--- src/design/sfg_pkg.sv ---
package sfg_pkg;
    // Register offsets
    localparam logic [7:0] OFS_SLOPE = 8'h4C;
    localparam logic [7:0] OFS_RESUME = 8'h4E;
    localparam logic [7:0] OFS_DIS = 8'h4F;
    localparam logic [7:0] OFS_BLANK = 8'h50;
    localparam logic [7:0] OFS_CNT = 8'h51;
    localparam logic [7:0] OFS_AUX = 8'h52;
    localparam logic [7:0] OFS_RETRY = 8'h53;
    localparam logic [7:0] OFS_FILT = 8'h57;
    localparam logic [7:0] OFS_CUTOFF = 8'h5A;
    localparam logic [7:0] OFS_DERATE = 8'h5B;
    localparam int NREG = 10;
    localparam logic [NREG-1:0][7:0] REG_OFS = {OFS_DERATE, OFS_CUTOFF, OFS_FILT,
        OFS_RETRY, OFS_AUX, OFS_CNT, OFS_BLANK, OFS_DIS, OFS_RESUME, OFS_SLOPE};
    // Register reset values, index 9 down to 0
    localparam logic [NREG-1:0][7:0] REG_RST = {8'hC4, 8'h0F, 8'h00,
        8'h0F, 8'h70, 8'h3F, 8'h00, 8'h00, 8'h0E, 8'h00};
    // Register indices
    localparam int IX_SLOPE = 0;
    localparam int IX_RESUME = 1;
    localparam int IX_DIS = 2;
    localparam int IX_BLANK = 3;
    localparam int IX_CNT = 4;
    localparam int IX_AUX = 5;
    localparam int IX_RETRY = 6;
    localparam int IX_FILT = 7;
    localparam int IX_CUTOFF = 8;
    localparam int IX_DERATE = 9;
    // Field positions (lsb of each field)
    localparam int B_OV_DIS = 0;
    localparam int B_OC_DIS = 1;
    localparam int B_OL_DIS = 2;
    localparam int F_OC_BLANK = 0;
    localparam int F_OL_BLANK = 3;
    localparam int F_OC_CNT = 0;
    localparam int F_OL_CNT = 3;
    localparam int B_OC_LAT = 6;
    localparam int B_OL_LAT = 7;
    localparam int F_OV_BLANK = 0;
    localparam int B_OV_STYLE = 3;
    localparam int F_OV_CNT = 4;
    localparam int B_OV_LAT = 7;
    localparam int F_RETRY = 0;
    localparam int B_SLOW = 6;
    localparam int B_OFF_BEH = 7;
    localparam int F_FAST_TC = 0;
    localparam int F_SLOW_TC = 3;
    // Timing
    localparam int CLK_NS = 100;
    localparam int BLANK_UNIT_NS = 200;
    localparam int BLANK_UNIT_CYC = (BLANK_UNIT_NS + CLK_NS - 1) / CLK_NS;
    localparam int OL_SCAN_NS = 250;
    localparam int OL_SCAN_CYC = (OL_SCAN_NS + CLK_NS - 1) / CLK_NS;
    localparam int TRACK_US = 5000;
    localparam int BOOT_STEP_CYC = TRACK_US * 1000 / CLK_NS / 256;
    localparam int FAST_TICK_US = 100;
    localparam int FAST_TICK_CYC = FAST_TICK_US * 1000 / CLK_NS;
    localparam int SLOW_TICK_US = 10000;
    localparam int RETRY_FAST_US = 10000;
    localparam int RETRY_SLOW_US = 100000;
    localparam logic [2:0] HALF_LINE_LAST = 3'h6;
    // Synchroniser bit positions
    localparam int S_OV = 0;
    localparam int S_OC = 1;
    localparam int S_OL = 2;
    localparam int S_NTC = 3;
    localparam int S_DHI = 4;
    localparam int S_DLO = 5;
    // Fault supervisor states
    typedef enum logic [2:0] {
        FLT_RUN = 3'b001,
        FLT_HOLD = 3'b010,
        FLT_LATCH = 3'b100
    } sfg_flt_e;
endpackage

--- src/design/sfg_guard.sv ---
`timescale 1ns/1ps
`default_nettype none
module sfg_guard #(
    parameter int RETRY_FAST_CYC = sfg_pkg::RETRY_FAST_US * 1000 / sfg_pkg::CLK_NS,
    parameter int RETRY_SLOW_CYC = sfg_pkg::RETRY_SLOW_US * 1000 / sfg_pkg::CLK_NS,
    parameter int SLOW_TICK_CYC = sfg_pkg::SLOW_TICK_US * 1000 / sfg_pkg::CLK_NS
) (
    // Clock and reset
    input wire logic sys_clk_in,
    input wire logic rstn_in,
    // Register port
    input wire logic cfg_wr_en_in,
    input wire logic [7:0] cfg_addr_in,
    input wire logic [7:0] cfg_wdata_in,
    output logic [7:0] cfg_rdata_out,
    // Stage two sense
    input wire logic stage2_gate_drive_in,
    input wire logic aux_winding_feedback_in,
    input wire logic stage2_current_sense_in,
    input wire logic stage2_sense_min_in,
    // Thermal sense
    input wire logic ntc_above_ref_in,
    input wire logic die_over_limit_in,
    input wire logic die_resume_in,
    input wire logic half_line_in,
    // Protection outputs
    output logic stage2_off_out,
    output logic stages_power_en_out,
    output logic fault_active_out,
    output logic fault_latched_out,
    output logic [2:0] fault_cause_out,
    output logic fault_off_behaviour_out,
    // Thermal outputs
    output logic [7:0] ntc_code_out,
    output logic external_thermal_guard_out,
    output logic die_thermal_guard_out,
    output logic [7:0] dim_scale_out
);
    // Whole block state
    typedef struct packed {
        logic [sfg_pkg::NREG-1:0][7:0] regs; // Configuration
        logic [7:0] rdata; // Read data
        logic [5:0] s1; // First sync stage
        logic [5:0] s2; // Second sync stage
        logic gate_q; // Gate drive, last cycle
        logic [7:0] ph; // Cycles since gate edge
        logic ov_hit; // Overvoltage seen this off time
        logic oc_hit; // Overcurrent seen this on time
        logic ol_hit; // Sense reached minimum in scan
        logic ol_done; // Scan finished this on time
        logic [2:0] ov_acc; // Event counts
        logic [2:0] oc_acc;
        logic [2:0] ol_acc;
        sfg_pkg::sfg_flt_e fst; // Fault supervisor
        logic fact; // Fault active
        logic [2:0] cause; // Open-loop, overcurrent, overvoltage
        logic [19:0] unit_cnt; // Retry unit timer
        logic [5:0] retry_cnt; // Retry units done
        logic [7:0] code; // Thermistor code
        logic [2:0] half_cnt; // Half line-cycles seen
        logic [7:0] trk_cnt; // Start-up step timer
        logic [7:0] steps; // Start-up steps done
        logic boot; // Start-up tracking
        logic started; // Stages powered
        logic [23:0] fast_acc; // Fast filter
        logic [23:0] slow_acc; // Slow filter
        logic [9:0] fast_tick;
        logic [16:0] slow_tick;
        logic ext_hot; // External overheat
        logic die_hot; // Die overheat
        logic [7:0] dim; // Dim scale
        logic off; // Stage two stopped
    } sfg_state_s;

    sfg_state_s st_reg; // Registered state
    sfg_state_s st_next; // Next state

    // Saturating event count step, floors at zero
    function automatic logic [2:0] acc_step(input logic [2:0] acc, input logic up);
        if (up) begin
            acc_step = (acc == 3'h7) ? acc : acc + 3'h1;
        end else begin
            acc_step = (acc == 3'h0) ? acc : acc - 3'h1;
        end
    endfunction

    // One step of a first-order low-pass, 16 fraction bits
    function automatic logic [23:0] iir(input logic [23:0] acc, input logic [7:0] code,
                                        input logic [3:0] sh);
        logic signed [24:0] d;
        d = $signed({1'b0, code, 16'h0000}) - $signed({1'b0, acc});
        iir = acc + 24'(d >>> sh);
    endfunction

    // Register index for an address, all ones when unmapped
    function automatic logic [3:0] reg_idx(input logic [7:0] a);
        reg_idx = 4'hF;
        for (int i = 0; i < sfg_pkg::NREG; i++) begin
            if (a == sfg_pkg::REG_OFS[i]) begin
                reg_idx = 4'(i);
            end
        end
    endfunction

    // Configuration fields
    logic dov, doc, dol; // Guard disables
    logic lov, loc, lol; // Latch selects
    logic [2:0] tov, toc, tol; // Count thresholds
    logic [7:0] bov, boc, bol; // Blanking in cycles
    logic [7:0] wake_code, cut_code; // Thermal codes
    logic [19:0] unit_last; // Retry unit length minus one
    assign dov = st_reg.regs[sfg_pkg::IX_DIS][sfg_pkg::B_OV_DIS];
    assign doc = st_reg.regs[sfg_pkg::IX_DIS][sfg_pkg::B_OC_DIS];
    assign dol = st_reg.regs[sfg_pkg::IX_DIS][sfg_pkg::B_OL_DIS];
    assign lov = st_reg.regs[sfg_pkg::IX_AUX][sfg_pkg::B_OV_LAT];
    assign loc = st_reg.regs[sfg_pkg::IX_CNT][sfg_pkg::B_OC_LAT];
    assign lol = st_reg.regs[sfg_pkg::IX_CNT][sfg_pkg::B_OL_LAT];
    assign tov = st_reg.regs[sfg_pkg::IX_AUX][sfg_pkg::F_OV_CNT +: 3];
    assign toc = st_reg.regs[sfg_pkg::IX_CNT][sfg_pkg::F_OC_CNT +: 3];
    assign tol = st_reg.regs[sfg_pkg::IX_CNT][sfg_pkg::F_OL_CNT +: 3];
    // Blanking style doubles the overvoltage window
    assign bov = 8'(st_reg.regs[sfg_pkg::IX_AUX][sfg_pkg::F_OV_BLANK +: 3]
        * sfg_pkg::BLANK_UNIT_CYC) << st_reg.regs[sfg_pkg::IX_AUX][sfg_pkg::B_OV_STYLE];
    assign boc = 8'(st_reg.regs[sfg_pkg::IX_BLANK][sfg_pkg::F_OC_BLANK +: 3]
        * sfg_pkg::BLANK_UNIT_CYC);
    assign bol = 8'(st_reg.regs[sfg_pkg::IX_BLANK][sfg_pkg::F_OL_BLANK +: 3]
        * sfg_pkg::BLANK_UNIT_CYC);
    // Four-bit set points sit in the code's upper nibble
    assign wake_code = {st_reg.regs[sfg_pkg::IX_RESUME][3:0], 4'h0};
    assign cut_code = {st_reg.regs[sfg_pkg::IX_CUTOFF][3:0], 4'h0};
    assign unit_last = st_reg.regs[sfg_pkg::IX_RETRY][sfg_pkg::B_SLOW]
        ? 20'(RETRY_SLOW_CYC - 1) : 20'(RETRY_FAST_CYC - 1);

    // Next-state logic
    always_comb begin
        logic rise, fall, run, step, ovf, ocf, olf, ol_end;
        logic [7:0] fc, sc;
        logic [9:0] ex;
        logic [3:0] wi;
        rise = 1'b0;
        fall = 1'b0;
        run = 1'b0;
        step = 1'b0;
        ovf = 1'b0;
        ocf = 1'b0;
        olf = 1'b0;
        ol_end = 1'b0;
        fc = 8'h00;
        sc = 8'h00;
        ex = 10'h000;
        wi = 4'h0;
        st_next = st_reg;
        // Comparator and pin synchronisers
        st_next.s1 = {die_resume_in, die_over_limit_in, ntc_above_ref_in,
                      stage2_sense_min_in, stage2_current_sense_in, aux_winding_feedback_in};
        st_next.s2 = st_reg.s1;
        // Gate edges and phase timer
        st_next.gate_q = stage2_gate_drive_in;
        rise = stage2_gate_drive_in & ~st_reg.gate_q;
        fall = ~stage2_gate_drive_in & st_reg.gate_q;
        if (rise | fall) begin
            st_next.ph = 8'h00;
        end else if (st_reg.ph != 8'hFF) begin
            st_next.ph = st_reg.ph + 8'h01;
        end
        run = (st_reg.fst == sfg_pkg::FLT_RUN);
        if (!st_reg.gate_q && st_reg.ph >= bov && st_reg.s2[sfg_pkg::S_OV]) begin
            st_next.ov_hit = 1'b1;
        end
        if (rise) begin
            st_next.ov_hit = 1'b0;
            if (run) begin
                st_next.ov_acc = acc_step(st_reg.ov_acc, st_reg.ov_hit);
            end
        end
        if (st_reg.gate_q && st_reg.ph >= boc && st_reg.s2[sfg_pkg::S_OC]) begin
            st_next.oc_hit = 1'b1;
        end
        if (fall) begin
            st_next.oc_hit = 1'b0;
            if (run) begin
                st_next.oc_acc = acc_step(st_reg.oc_acc, st_reg.oc_hit);
            end
        end
        if (st_reg.gate_q && !st_reg.ol_done && st_reg.ph >= bol) begin
            if (st_reg.s2[sfg_pkg::S_OL]) begin
                st_next.ol_hit = 1'b1;
            end
            ol_end = (st_reg.ph == bol + 8'(sfg_pkg::OL_SCAN_CYC - 1));
        end
        // Gate dropping early also ends the scan
        if (ol_end || (fall && !st_reg.ol_done)) begin
            st_next.ol_done = 1'b1;
            if (run) begin
                st_next.ol_acc = acc_step(st_reg.ol_acc, !st_next.ol_hit);
            end
        end
        if (rise) begin
            st_next.ol_done = 1'b0;
            st_next.ol_hit = 1'b0;
        end
        if (dov) begin
            st_next.ov_acc = 3'h0;
        end
        if (doc) begin
            st_next.oc_acc = 3'h0;
        end
        if (dol) begin
            st_next.ol_acc = 3'h0;
        end
        ovf = !dov && st_reg.ov_acc >= tov;
        ocf = !doc && st_reg.oc_acc >= toc;
        olf = !dol && st_reg.ol_acc >= tol;
        // Fault supervisor
        case (st_reg.fst)
            sfg_pkg::FLT_RUN: begin
                if (ovf | ocf | olf) begin
                    st_next.fact = 1'b1;
                    st_next.cause = {olf, ocf, ovf};
                    st_next.unit_cnt = 20'h00000;
                    st_next.retry_cnt = 6'h00;
                    if ((ovf & lov) | (ocf & loc) | (olf & lol)) begin
                        st_next.fst = sfg_pkg::FLT_LATCH;
                    end else begin
                        st_next.fst = sfg_pkg::FLT_HOLD;
                    end
                end
            end
            sfg_pkg::FLT_HOLD: begin
                // Retry delay is one more unit than programmed
                if (st_reg.unit_cnt == unit_last) begin
                    st_next.unit_cnt = 20'h00000;
                    if (st_reg.retry_cnt == st_reg.regs[sfg_pkg::IX_RETRY][5:0]) begin
                        st_next.fst = sfg_pkg::FLT_RUN;
                        st_next.fact = 1'b0;
                        st_next.cause = 3'h0;
                        st_next.ov_acc = 3'h0;
                        st_next.oc_acc = 3'h0;
                        st_next.ol_acc = 3'h0;
                    end else begin
                        st_next.retry_cnt = st_reg.retry_cnt + 6'h01;
                    end
                end else begin
                    st_next.unit_cnt = st_reg.unit_cnt + 20'h00001;
                end
            end
            sfg_pkg::FLT_LATCH: begin
                // Held until power is cycled
                st_next.fst = sfg_pkg::FLT_LATCH;
            end
            default: begin
                st_next.fst = sfg_pkg::FLT_LATCH;
            end
        endcase
        if (st_reg.boot) begin
            if (st_reg.trk_cnt == 8'(sfg_pkg::BOOT_STEP_CYC - 1)) begin
                st_next.trk_cnt = 8'h00;
                step = 1'b1;
                st_next.steps = st_reg.steps + 8'h01;
                if (st_reg.steps == 8'hFF) begin
                    st_next.boot = 1'b0;
                end
            end else begin
                st_next.trk_cnt = st_reg.trk_cnt + 8'h01;
            end
        end else if (half_line_in) begin
            if (st_reg.half_cnt == sfg_pkg::HALF_LINE_LAST) begin
                st_next.half_cnt = 3'h0;
                step = 1'b1;
            end else begin
                st_next.half_cnt = st_reg.half_cnt + 3'h1;
            end
        end
        if (step) begin
            if (st_reg.s2[sfg_pkg::S_NTC]) begin
                st_next.code = (st_reg.code == 8'h00) ? st_reg.code : st_reg.code - 8'h01;
            end else begin
                st_next.code = (st_reg.code == 8'hFF) ? st_reg.code : st_reg.code + 8'h01;
            end
        end
        // Filters track the raw code during start-up
        if (st_reg.boot) begin
            st_next.fast_acc = {st_reg.code, 16'h0000};
            st_next.slow_acc = {st_reg.code, 16'h0000};
        end else begin
            st_next.fast_tick = st_reg.fast_tick + 10'h001;
            if (st_reg.fast_tick == 10'(sfg_pkg::FAST_TICK_CYC - 1)) begin
                st_next.fast_tick = 10'h000;
                st_next.fast_acc = iir(st_reg.fast_acc, st_reg.code,
                    {1'b0, st_reg.regs[sfg_pkg::IX_FILT][sfg_pkg::F_FAST_TC +: 3]} + 4'h1);
            end
            st_next.slow_tick = st_reg.slow_tick + 17'h00001;
            if (st_reg.slow_tick == 17'(SLOW_TICK_CYC - 1)) begin
                st_next.slow_tick = 17'h00000;
                st_next.slow_acc = iir(st_reg.slow_acc, st_reg.code,
                    {1'b0, st_reg.regs[sfg_pkg::IX_FILT][sfg_pkg::F_SLOW_TC +: 3]} + 4'h7);
            end
        end
        fc = st_reg.fast_acc[23:16];
        sc = st_reg.slow_acc[23:16];
        // hotter is larger, cutoff sets overheat
        if (fc > cut_code) begin
            st_next.ext_hot = 1'b1;
        end else if (fc < wake_code) begin
            st_next.ext_hot = 1'b0;
        end
        if (!st_reg.boot && fc < wake_code) begin
            st_next.started = 1'b1;
        end
        // die overheat with hysteresis, set wins
        if (st_reg.s2[sfg_pkg::S_DHI]) begin
            st_next.die_hot = 1'b1;
        end else if (st_reg.s2[sfg_pkg::S_DLO]) begin
            st_next.die_hot = 1'b0;
        end
        if (sc > st_reg.regs[sfg_pkg::IX_DERATE]) begin
            ex = {2'b00, sc - st_reg.regs[sfg_pkg::IX_DERATE]}
                << st_reg.regs[sfg_pkg::IX_SLOPE][1:0];
            st_next.dim = (ex > 10'h0FF) ? 8'h00 : 8'hFF - ex[7:0];
        end else begin
            st_next.dim = 8'hFF;
        end
        // Stage two stop
        st_next.off = !st_next.started | st_next.die_hot | st_next.ext_hot | st_next.fact;
        // Register write and read
        wi = reg_idx(cfg_addr_in);
        if (cfg_wr_en_in && wi != 4'hF) begin
            st_next.regs[wi] = cfg_wdata_in;
        end
        st_next.rdata = (wi == 4'hF) ? 8'h00 : st_reg.regs[wi];
    end

    // State register
    always_ff @(posedge sys_clk_in or negedge rstn_in) begin
        if (!rstn_in) begin
            st_reg <= '0;
            st_reg.regs <= sfg_pkg::REG_RST;
            st_reg.fst <= sfg_pkg::FLT_RUN;
            st_reg.boot <= 1'b1;
            st_reg.off <= 1'b1;
            st_reg.dim <= 8'hFF;
        end else begin
            st_reg <= st_next;
        end
    end

    // Outputs
    assign cfg_rdata_out = st_reg.rdata;
    assign stage2_off_out = st_reg.off;
    assign stages_power_en_out = st_reg.started;
    assign fault_active_out = st_reg.fact;
    assign fault_latched_out = st_reg.fst[2];
    assign fault_cause_out = st_reg.cause;
    assign fault_off_behaviour_out = st_reg.regs[sfg_pkg::IX_RETRY][sfg_pkg::B_OFF_BEH];
    assign ntc_code_out = st_reg.code;
    assign external_thermal_guard_out = st_reg.ext_hot;
    assign die_thermal_guard_out = st_reg.die_hot;
    assign dim_scale_out = st_reg.dim;

    // Checks
    a_ov_disable_zero: assert property (
        @(posedge sys_clk_in) disable iff (!rstn_in)
        $past(dov) && dov |-> st_reg.ov_acc == 3'h0)
        else $error("overvoltage count moved while disabled");
    a_ov_count_up: assert property (
        @(posedge sys_clk_in) disable iff (!rstn_in)
        $rose(st_reg.gate_q) && $past(st_reg.fst) == sfg_pkg::FLT_RUN && !$past(dov)
        && $past(st_reg.ov_hit) && $past(st_reg.ov_acc) != 3'h7
        |-> st_reg.ov_acc == $past(st_reg.ov_acc) + 3'h1)
        else $error("overvoltage count did not step up");
    a_ov_fault_entry: assert property (
        @(posedge sys_clk_in) disable iff (!rstn_in)
        st_reg.fst == sfg_pkg::FLT_RUN && !dov && st_reg.ov_acc >= tov
        |=> st_reg.fact && st_reg.cause[0])
        else $error("overvoltage fault not declared");
    a_latch_holds: assert property (
        @(posedge sys_clk_in) disable iff (!rstn_in)
        st_reg.fst == sfg_pkg::FLT_LATCH |=> st_reg.fst == sfg_pkg::FLT_LATCH ##1 st_reg.fact)
        else $error("latched fault released");
    a_oc_count_down: assert property (
        @(posedge sys_clk_in) disable iff (!rstn_in)
        $fell(st_reg.gate_q) && $past(st_reg.fst) == sfg_pkg::FLT_RUN && !$past(doc)
        && !$past(st_reg.oc_hit) && $past(st_reg.oc_acc) != 3'h0
        |-> st_reg.oc_acc == $past(st_reg.oc_acc) - 3'h1)
        else $error("overcurrent count did not step down");
    a_die_stop: assert property (
        @(posedge sys_clk_in) disable iff (!rstn_in)
        st_reg.s2[sfg_pkg::S_DHI] |=> st_reg.die_hot && st_reg.off)
        else $error("die overheat did not stop switching");
    a_code_step: assert property (
        @(posedge sys_clk_in) disable iff (!rstn_in)
        !st_reg.boot && !half_line_in |=> $stable(st_reg.code))
        else $error("thermistor code moved without half line-cycle");
    a_wait_wake: assert property (
        @(posedge sys_clk_in) disable iff (!rstn_in)
        !st_reg.started |-> st_reg.off)
        else $error("stage two ran before wake-up check");
    a_restart_clear: assert property (
        @(posedge sys_clk_in) disable iff (!rstn_in)
        $past(st_reg.fst) == sfg_pkg::FLT_HOLD && st_reg.fst == sfg_pkg::FLT_RUN
        |-> st_reg.ov_acc == 3'h0 && st_reg.oc_acc == 3'h0 && st_reg.ol_acc == 3'h0)
        else $error("counts not cleared on restart");
endmodule
`default_nettype wire

--- config.mk ---
export PLATFORM = sky130hd
export DESIGN_NAME = sfg_guard
export DESIGN_NICKNAME = d
export VERILOG_FILES = /design/src/design/sfg_pkg.sv /design/src/design/sfg_guard.sv
export SDC_FILE = /design/constraint.sdc
export NUM_CORES = 1
export LEC_CHECK = 0
export ABC_CLOCK_PERIOD_IN_PS = 5600
export BUFFER_PORTS_ARGS = -buffer_cell sky130_fd_sc_hd__buf_4
export CORE_UTILIZATION = 30
export DETAILED_ROUTE_END_ITERATION = 6
export GPL_ROUTABILITY_DRIVEN = 0
export PLACE_DENSITY = 0.45
export SLEW_MARGIN = 20
export SYNTH_ARGS = -nofsm -noshare
export SYNTH_HDL_FRONTEND = slang
export SYNTH_SLANG_ARGS = --single-unit
export TNS_END_PERCENT = 20
--- constraint.sdc ---
create_clock -name sys_clk_in -period 5.6 [get_ports sys_clk_in]
set_input_delay 0.56 -clock sys_clk_in [delete_from_list [all_inputs] [get_ports sys_clk_in]]
set_output_delay 0.56 -clock sys_clk_in [all_outputs]
set_load 0.05 [all_outputs]
==> After elaboration in Yosys (flattened, before gate mapping) <==
Cells that the tools add are included.
{ "classes": {"add_sub_neg": 25, "n_reduce_logical": 39, "n_eq_ne": 33, "bitwise": 16, "order_cmp": 12, "n_shift": 4, "muxes": 80, "div": 0, "mul": 0} }
{ "ops": {"columns": ["cell", "count"], "rows": [
  ["8-bit two-way mux", 11],
  ["80-bit bitwise mux", 1],
  ["8-bit by 7-bit == test with 1-bit output (second input constant)", 10],
  ["3-bit two-way mux", 20],
  ["30-bit case mux with 2 select lines", 1],
  ["25-bit by 4-bit >>> shifter with 24-bit output", 2],
  ["24-bit by 24-bit subtractor with 25-bit output", 2],
  ["24-bit adder", 2],
  ["24-bit two-way mux", 2],
  ["48-bit two-way mux", 1],
  ["20-bit two-way mux", 2],
  ["4-bit two-way mux", 10],
  ["33-bit two-way mux", 1],
  ["8-bit by 1-bit adder with 8-bit output (second input constant)", 4],
  ["8-bit binary-select mux with 4-bit select", 1],
  ["8-bit demux with 4-bit select", 1],
  ["16-bit two-way mux", 2],
  ["8-bit == test (second input constant)", 3],
  ["20-bit by 1-bit adder with 20-bit output (second input constant)", 1],
  ["20-bit == test", 1],
  ["1-bit two-way mux", 20],
  ["17-bit by 1-bit adder with 17-bit output (second input constant)", 1],
  ["17-bit == test (second input constant)", 1],
  ["17-bit two-way mux", 1],
  ["48 further kinds", 108]
]} }
{ "word_totals": {"ramBits": 0, "in_bits": 27, "memories": 0, "wordCells": 250, "mem_bits_ro": 0, "regBits": 270, "latchBits": 0, "out_inout_bits": 34} }

==> Longest topological paths before layout <==
{ "logic_depth": {"ltp_word": 16, "ltp_mapped": 24} }

==> Least setup slack after synthesis <==
Ideal clock, no wire load.
{ "synth_timing": {"path_kind": "register to register", "start": "register st_reg[39] in the netlist's numbering", "end": "register st_reg[60] in the netlist's numbering", "n_path_buf": 2, "stages_incl_launch_ff": 24, "setup_ns": 0.128, "slack_ns": 0.473, "t_arrival_ns": 4.999, "synth_period_minus_slack_ns": 5.127, "path_cell_list": "dfrtp_1 > inv_1 > ha_1 > or4b_1 > buf_2 > or3_1 > buf_2 > nor3b_4 > o211ai_2 > a21oi_4 > o31ai_2 > or3_1 > o211a_1 > mux2_2 > ha_1 > a2111oi_0 > o21ai_0 > a21oi_1 > o311a_1 > o21ai_0 > a31oi_1 > o21ai_0 > xnor2_1 > a21oi_1"} }
{ "synth_between": {"elab_chain_len": 5} }
{ "synth_rtl": {"columns": ["element", "line", "rtl"], "rows": [
  ["from (decl)", "sfg_guard.sv:75", "sfg_state_s st_reg;"],
  ["from (signal assigned)", "sfg_guard.sv:343", "st_reg <= st_next;"],
  ["24-bit by 24-bit subtractor with 25-bit output", "sfg_guard.sv:91", "d = $signed({1'b0, code, 16'h0000}) - $signed({1'b0, acc});"],
  ["25-bit by 4-bit >>> shifter with 24-bit output", "sfg_guard.sv:92", "iir = acc + 24'(d >>> sh);"],
  ["24-bit adder (*)", "sfg_guard.sv:92", null],
  ["24-bit two-way mux (*)", "sfg_guard.sv:293", "if (st_reg.slow_tick == 17'(SLOW_TICK_CYC - 1)) begin"],
  ["48-bit two-way mux (*)", "sfg_guard.sv:282", "if (st_reg.boot) begin"]
]} }
Every way passes the cells marked *; elsewhere a longest branch is shown, timed or not. The select of a mux whose other input is x is not followed.
A chain may end at the register's enable or synchronous reset.

==> Worst setup path in the final report <==
{ "layout_timing": {"start": "register st_reg[38] in the netlist's numbering", "end": "register st_reg[58] in the netlist's numbering"} }
Same word-level chain as after synthesis.

==> summary.txt <==
Synth
  – Xor/xnor share of the synthesized area: 0.06080
  – Synthesized area: 0.02017 sq mm
  – Number of distinct library cells after synthesis: 90
  – Adder-cell share of the synthesized area: 0.08587
  – Mux contribution to synthesized area: 0.07464
  – FF+latch count, synth: 270
  – Syn Inst Count: 2,383
  – Syn nets: 2,546
  – Largest family of logic cells by synthesized area: compound AO/OA/AOI/OAI gates
  – Compound-cell area share of the yosys netlist: 0.1969
  – Synth Warn #: 0
  – Syn avg cell area: 8.463 sq um
  – Main synth FF type: dfrtp_1
  – Sequential area share after synthesis: 0.3371
  – Synth async-reset ratio: 1.000
  – Simple-gate portion of the synthesized area: 0.1949
  – Post-synth EDFFs: 0

Floorplanning
  – Die ar.: 0.06826 sq mm
  – Die height: 261.3 microns
  – Starting Density: 0.3051
  – Die span in x: 261.3 microns
  – Io pins: 61
  – Rows: 94
  – Core Box Area: 0.06610 sq mm

Setup path
  – Critical path peak fanout: 7
  – CP delay by family, top: compound AO/OA/AOI/OAI gates
  – Arr. time, crit path: 5.71 ns
  – Critical-path top delay cell: or4b_1
  – WP data required: 6.03 ns
  – Worst path depth: 23
  – Crit-path max cell delay: 0.50 ns
  – CP Launch Type: flip-flop
  – Worst r2r path cells: 23
  – Critical Path, Cell by Cell: inv_1, ha_1, or4b_1, or3_4, nor3b_4, o211ai_2, a21oi_4, o31ai_2, or3_1, o211a_1, mux2_2, ha_1, buf_4, o211ai_1, a21oi_1, a21oi_2, o311a_1, o21ai_2, a31oi_2, buf_4, xnor2_1, a21oi_1, nor2_1
  – Setup crit end kind: flip-flop
  – WS Path Type: flip-flop to flip-flop
  – Crit path buffers/inverters: 3

Clocking
  – Cts bufs inserted: 36
  – TritonCTS clock tree: done
  – CTS sink count: 270
  – CTS clk-pin slew, worst paths: 0.06 ns
  – Skew-Pair Late Insertion Delay: 0.57 ns
  – Clock root buffer: clkbuf_16
  – H-Tree Depth: 2
  – Clock tree buffer depth: 3

Power
  – Pwr per Cell Area: 367.0 mW/mm^2
  – Peak supply drop: 0.1960 mV
  – Static Leak: 0.01051 uW

Drt
  – Per-cell routed wire length: 17.72 microns
  – Vias: 17,540
  – Total Wirelength: 59,140 microns
  – Drt pass-1 iters: 7
  – Drt via density: 5.255
  – Antenna-violating nets left: 0
  – Iteration-0 DRC Markers: 1,121
  – Drt drc: 12

Global routing
  – Vias in the first global route: 16,940
  – First-pass GRT wire length: 94,900 microns
  – GRT Total Usage: 0.1734
  – Grt ovf: 0
  – Pin count of the biggest net entering global routing: 101
  – Initial antenna violation count: 2

STA
  – WHS: 0.1016 ns
  – Skew final: 0.02656 ns
  – Endpoints failing setup: 0
  – Fmax: 189.3 MHz
  – Final Hold Fails: 0
  – Post-layout min period: 5.282 ns
  – Worst slew margin: 0.3355
  – Transition time of the tightest slew-check pin: 0.9931 ns
  – Final period utilization: 0.9431
  – Max-slew violation count: 0

Min path
  – Hold Path Class: primary input to flip-flop
  – Worst hold path depth: 1

Finish
  – Most common cell after layout, fill and taps aside: nand2_1
  – Finished Layout Cells: 3,337
  – Max FFs per register: 220
  – Layout Nets: 2,608
  – Share of layout cells above drive strength 1: 0.1642
  – P&R area growth vs syn: 15.23%
  – Final Util: 0.3516
  – Fin area: 0.02324 sq mm
  – Ant. Diodes: 0
  – Filler Cell Count: 6,851
  – Most frequent cells in the layout: nand2_1 (278), dfrtp_1 (235), nor2_1 (211)

Placement
  – Placed cells: 3,268
  – Port buffer count: 60
  – Placed Area: 0.02185 sq mm
  – DP Wirelength: 44,200 microns

Flow run
  – Max Cap Viol: 0

Status
  – Violated checks: design-rule violations
  – Status: finished, violations left
-- path summary, 6_finish.rpt --
path	from	to	slack [ns]
setup reg to reg	st_reg[38]	st_reg[58]	0.32
hold reg to reg	st_next[170]	st_reg[170]	0.35
max in group asynchronous	rstn_in	st_reg[216]	3.88
hold / removal	stage2_current_sense_in	st_next[171]	0.10
setup / recovery	st_reg[38]	st_reg[58]	0.32
min in group asynchronous	rstn_in	st_reg[38]	0.54
-- worst reg2reg max path: stages, from the launching register on --
cell      delay, ns
dfrtp_2        0.44
inv_1          0.07
ha_1           0.19
or4b_1         0.50
or3_4          0.46
nor3b_4        0.28
o211ai_2       0.14
a21oi_4        0.24
o31ai_2        0.11
or3_1          0.32
o211a_1        0.14
mux2_2         0.26
ha_1           0.31
buf_4          0.15
o211ai_1       0.11
a21oi_1        0.19
a21oi_2        0.09
o311a_1        0.39
o21ai_2        0.18
a31oi_2        0.12
buf_4          0.15
xnor2_1        0.11
a21oi_1        0.15
nor2_1         0.05
-- what timing repair did --
| action | 4_1_cts | 5_1_grt |
|---|---|---|
| gates resized for setup | 0 | 42 |
| endpoints found under the setup margin | 0 | 15 |
| buffers inserted | 0 | 2 |
| endpoints found under the hold margin | 11 | 0 |
| hold buffers | 1 | 0 |
-- where the power goes --
part	switching, uW	internal [uW]
registers	99.1	2030
logic	2450	1580
clock network	933	1430
-- layer usage --
layer | vias to the layer above | part of all wire | global-route usage | routed length (microns)
li1 | 8654 | - | - | -
met1 | 8508 | 0.50 | 0.2532 | 29600
met2 | 310 | 0.45 | 0.2722 | 26350
met3 | 61 | 0.039 | 0.02342 | 2291
met4 | 2 | 0.015 | 0.03343 | 878
met5 | - | 0.00022 | 0 | 13
-- logic make-up after synthesis --
kind of cell    count (synthesis)
xor+xnor                      140
simple gates                  831
compound gates                632
fa+ha+maj                     136
flops                         270
buf+inv                       239
mux                           135
-- layout make-up --
class | instances | area (sq um) | share of cell area
multi-input cells | 1874 | 12540 | 0.5398
flip-flops and latches | 270 | 6800 | 0.2926
repair buffers | 160 | 1224 | 0.05266
well taps | 864 | 1081 | 0.04652
clock buffers | 54 | 1039 | 0.04469
inverters | 103 | 386.6 | 0.01664
clock inverters | 12 | 165.2 | 0.007107
-- synthesized netlist by cell type (12+ instances only) --
cell type / instances / area [sq um]
nand4_1: 25 / 156.4
nand3_1: 63 / 315.3
dfrtp_1: 236 / 5906
and2_1: 14 / 87.58
dfstp_2: 34 / 893.4
or2_2: 16 / 100.1
mux2_2: 83 / 934.7
a21o_1: 42 / 315.3
xnor2_1: 81 / 709.4
and3_1: 23 / 143.9
o22ai_1: 14 / 87.58
nand2b_1: 25 / 156.4
o21ai_0: 151 / 755.7
a21oi_1: 194 / 970.9
o211ai_1: 18 / 135.1
nor2b_1: 29 / 181.4
mux2i_1: 48 / 480.5
o21bai_1: 12 / 90.09
nor4_1: 18 / 112.6
or3_1: 28 / 175.2
buf_4: 27 / 202.7
xor2_1: 59 / 516.8
inv_1: 101 / 379.1
o31ai_1: 16 / 120.1
ha_1: 132 / 1652
nand2_1: 278 / 1044
nor2_1: 211 / 792.0
a211oi_1: 46 / 345.3
a31oi_1: 29 / 181.4
clkbuf_1: 98 / 367.9
nor3_1: 60 / 300.3
-- through the flow --
| stage | power (uW) | setup TNS (ns) | setup slack (ns) |
|---|---|---|---|
| after floorplan | 4974 | 0 | 0.4730 |
| after global placement | 6071 | 0 | 0.1647 |
| after detailed placement | 6075 | 0 | 0.05501 |
| after CTS | 8525 | 0 | 0.05617 |
| after global routing | 9144 | -0.008316 | -0.008316 |
| final | 8529 | 0 | 0.3184 |
Note: power is estimated with default switching activity, not from simulation.
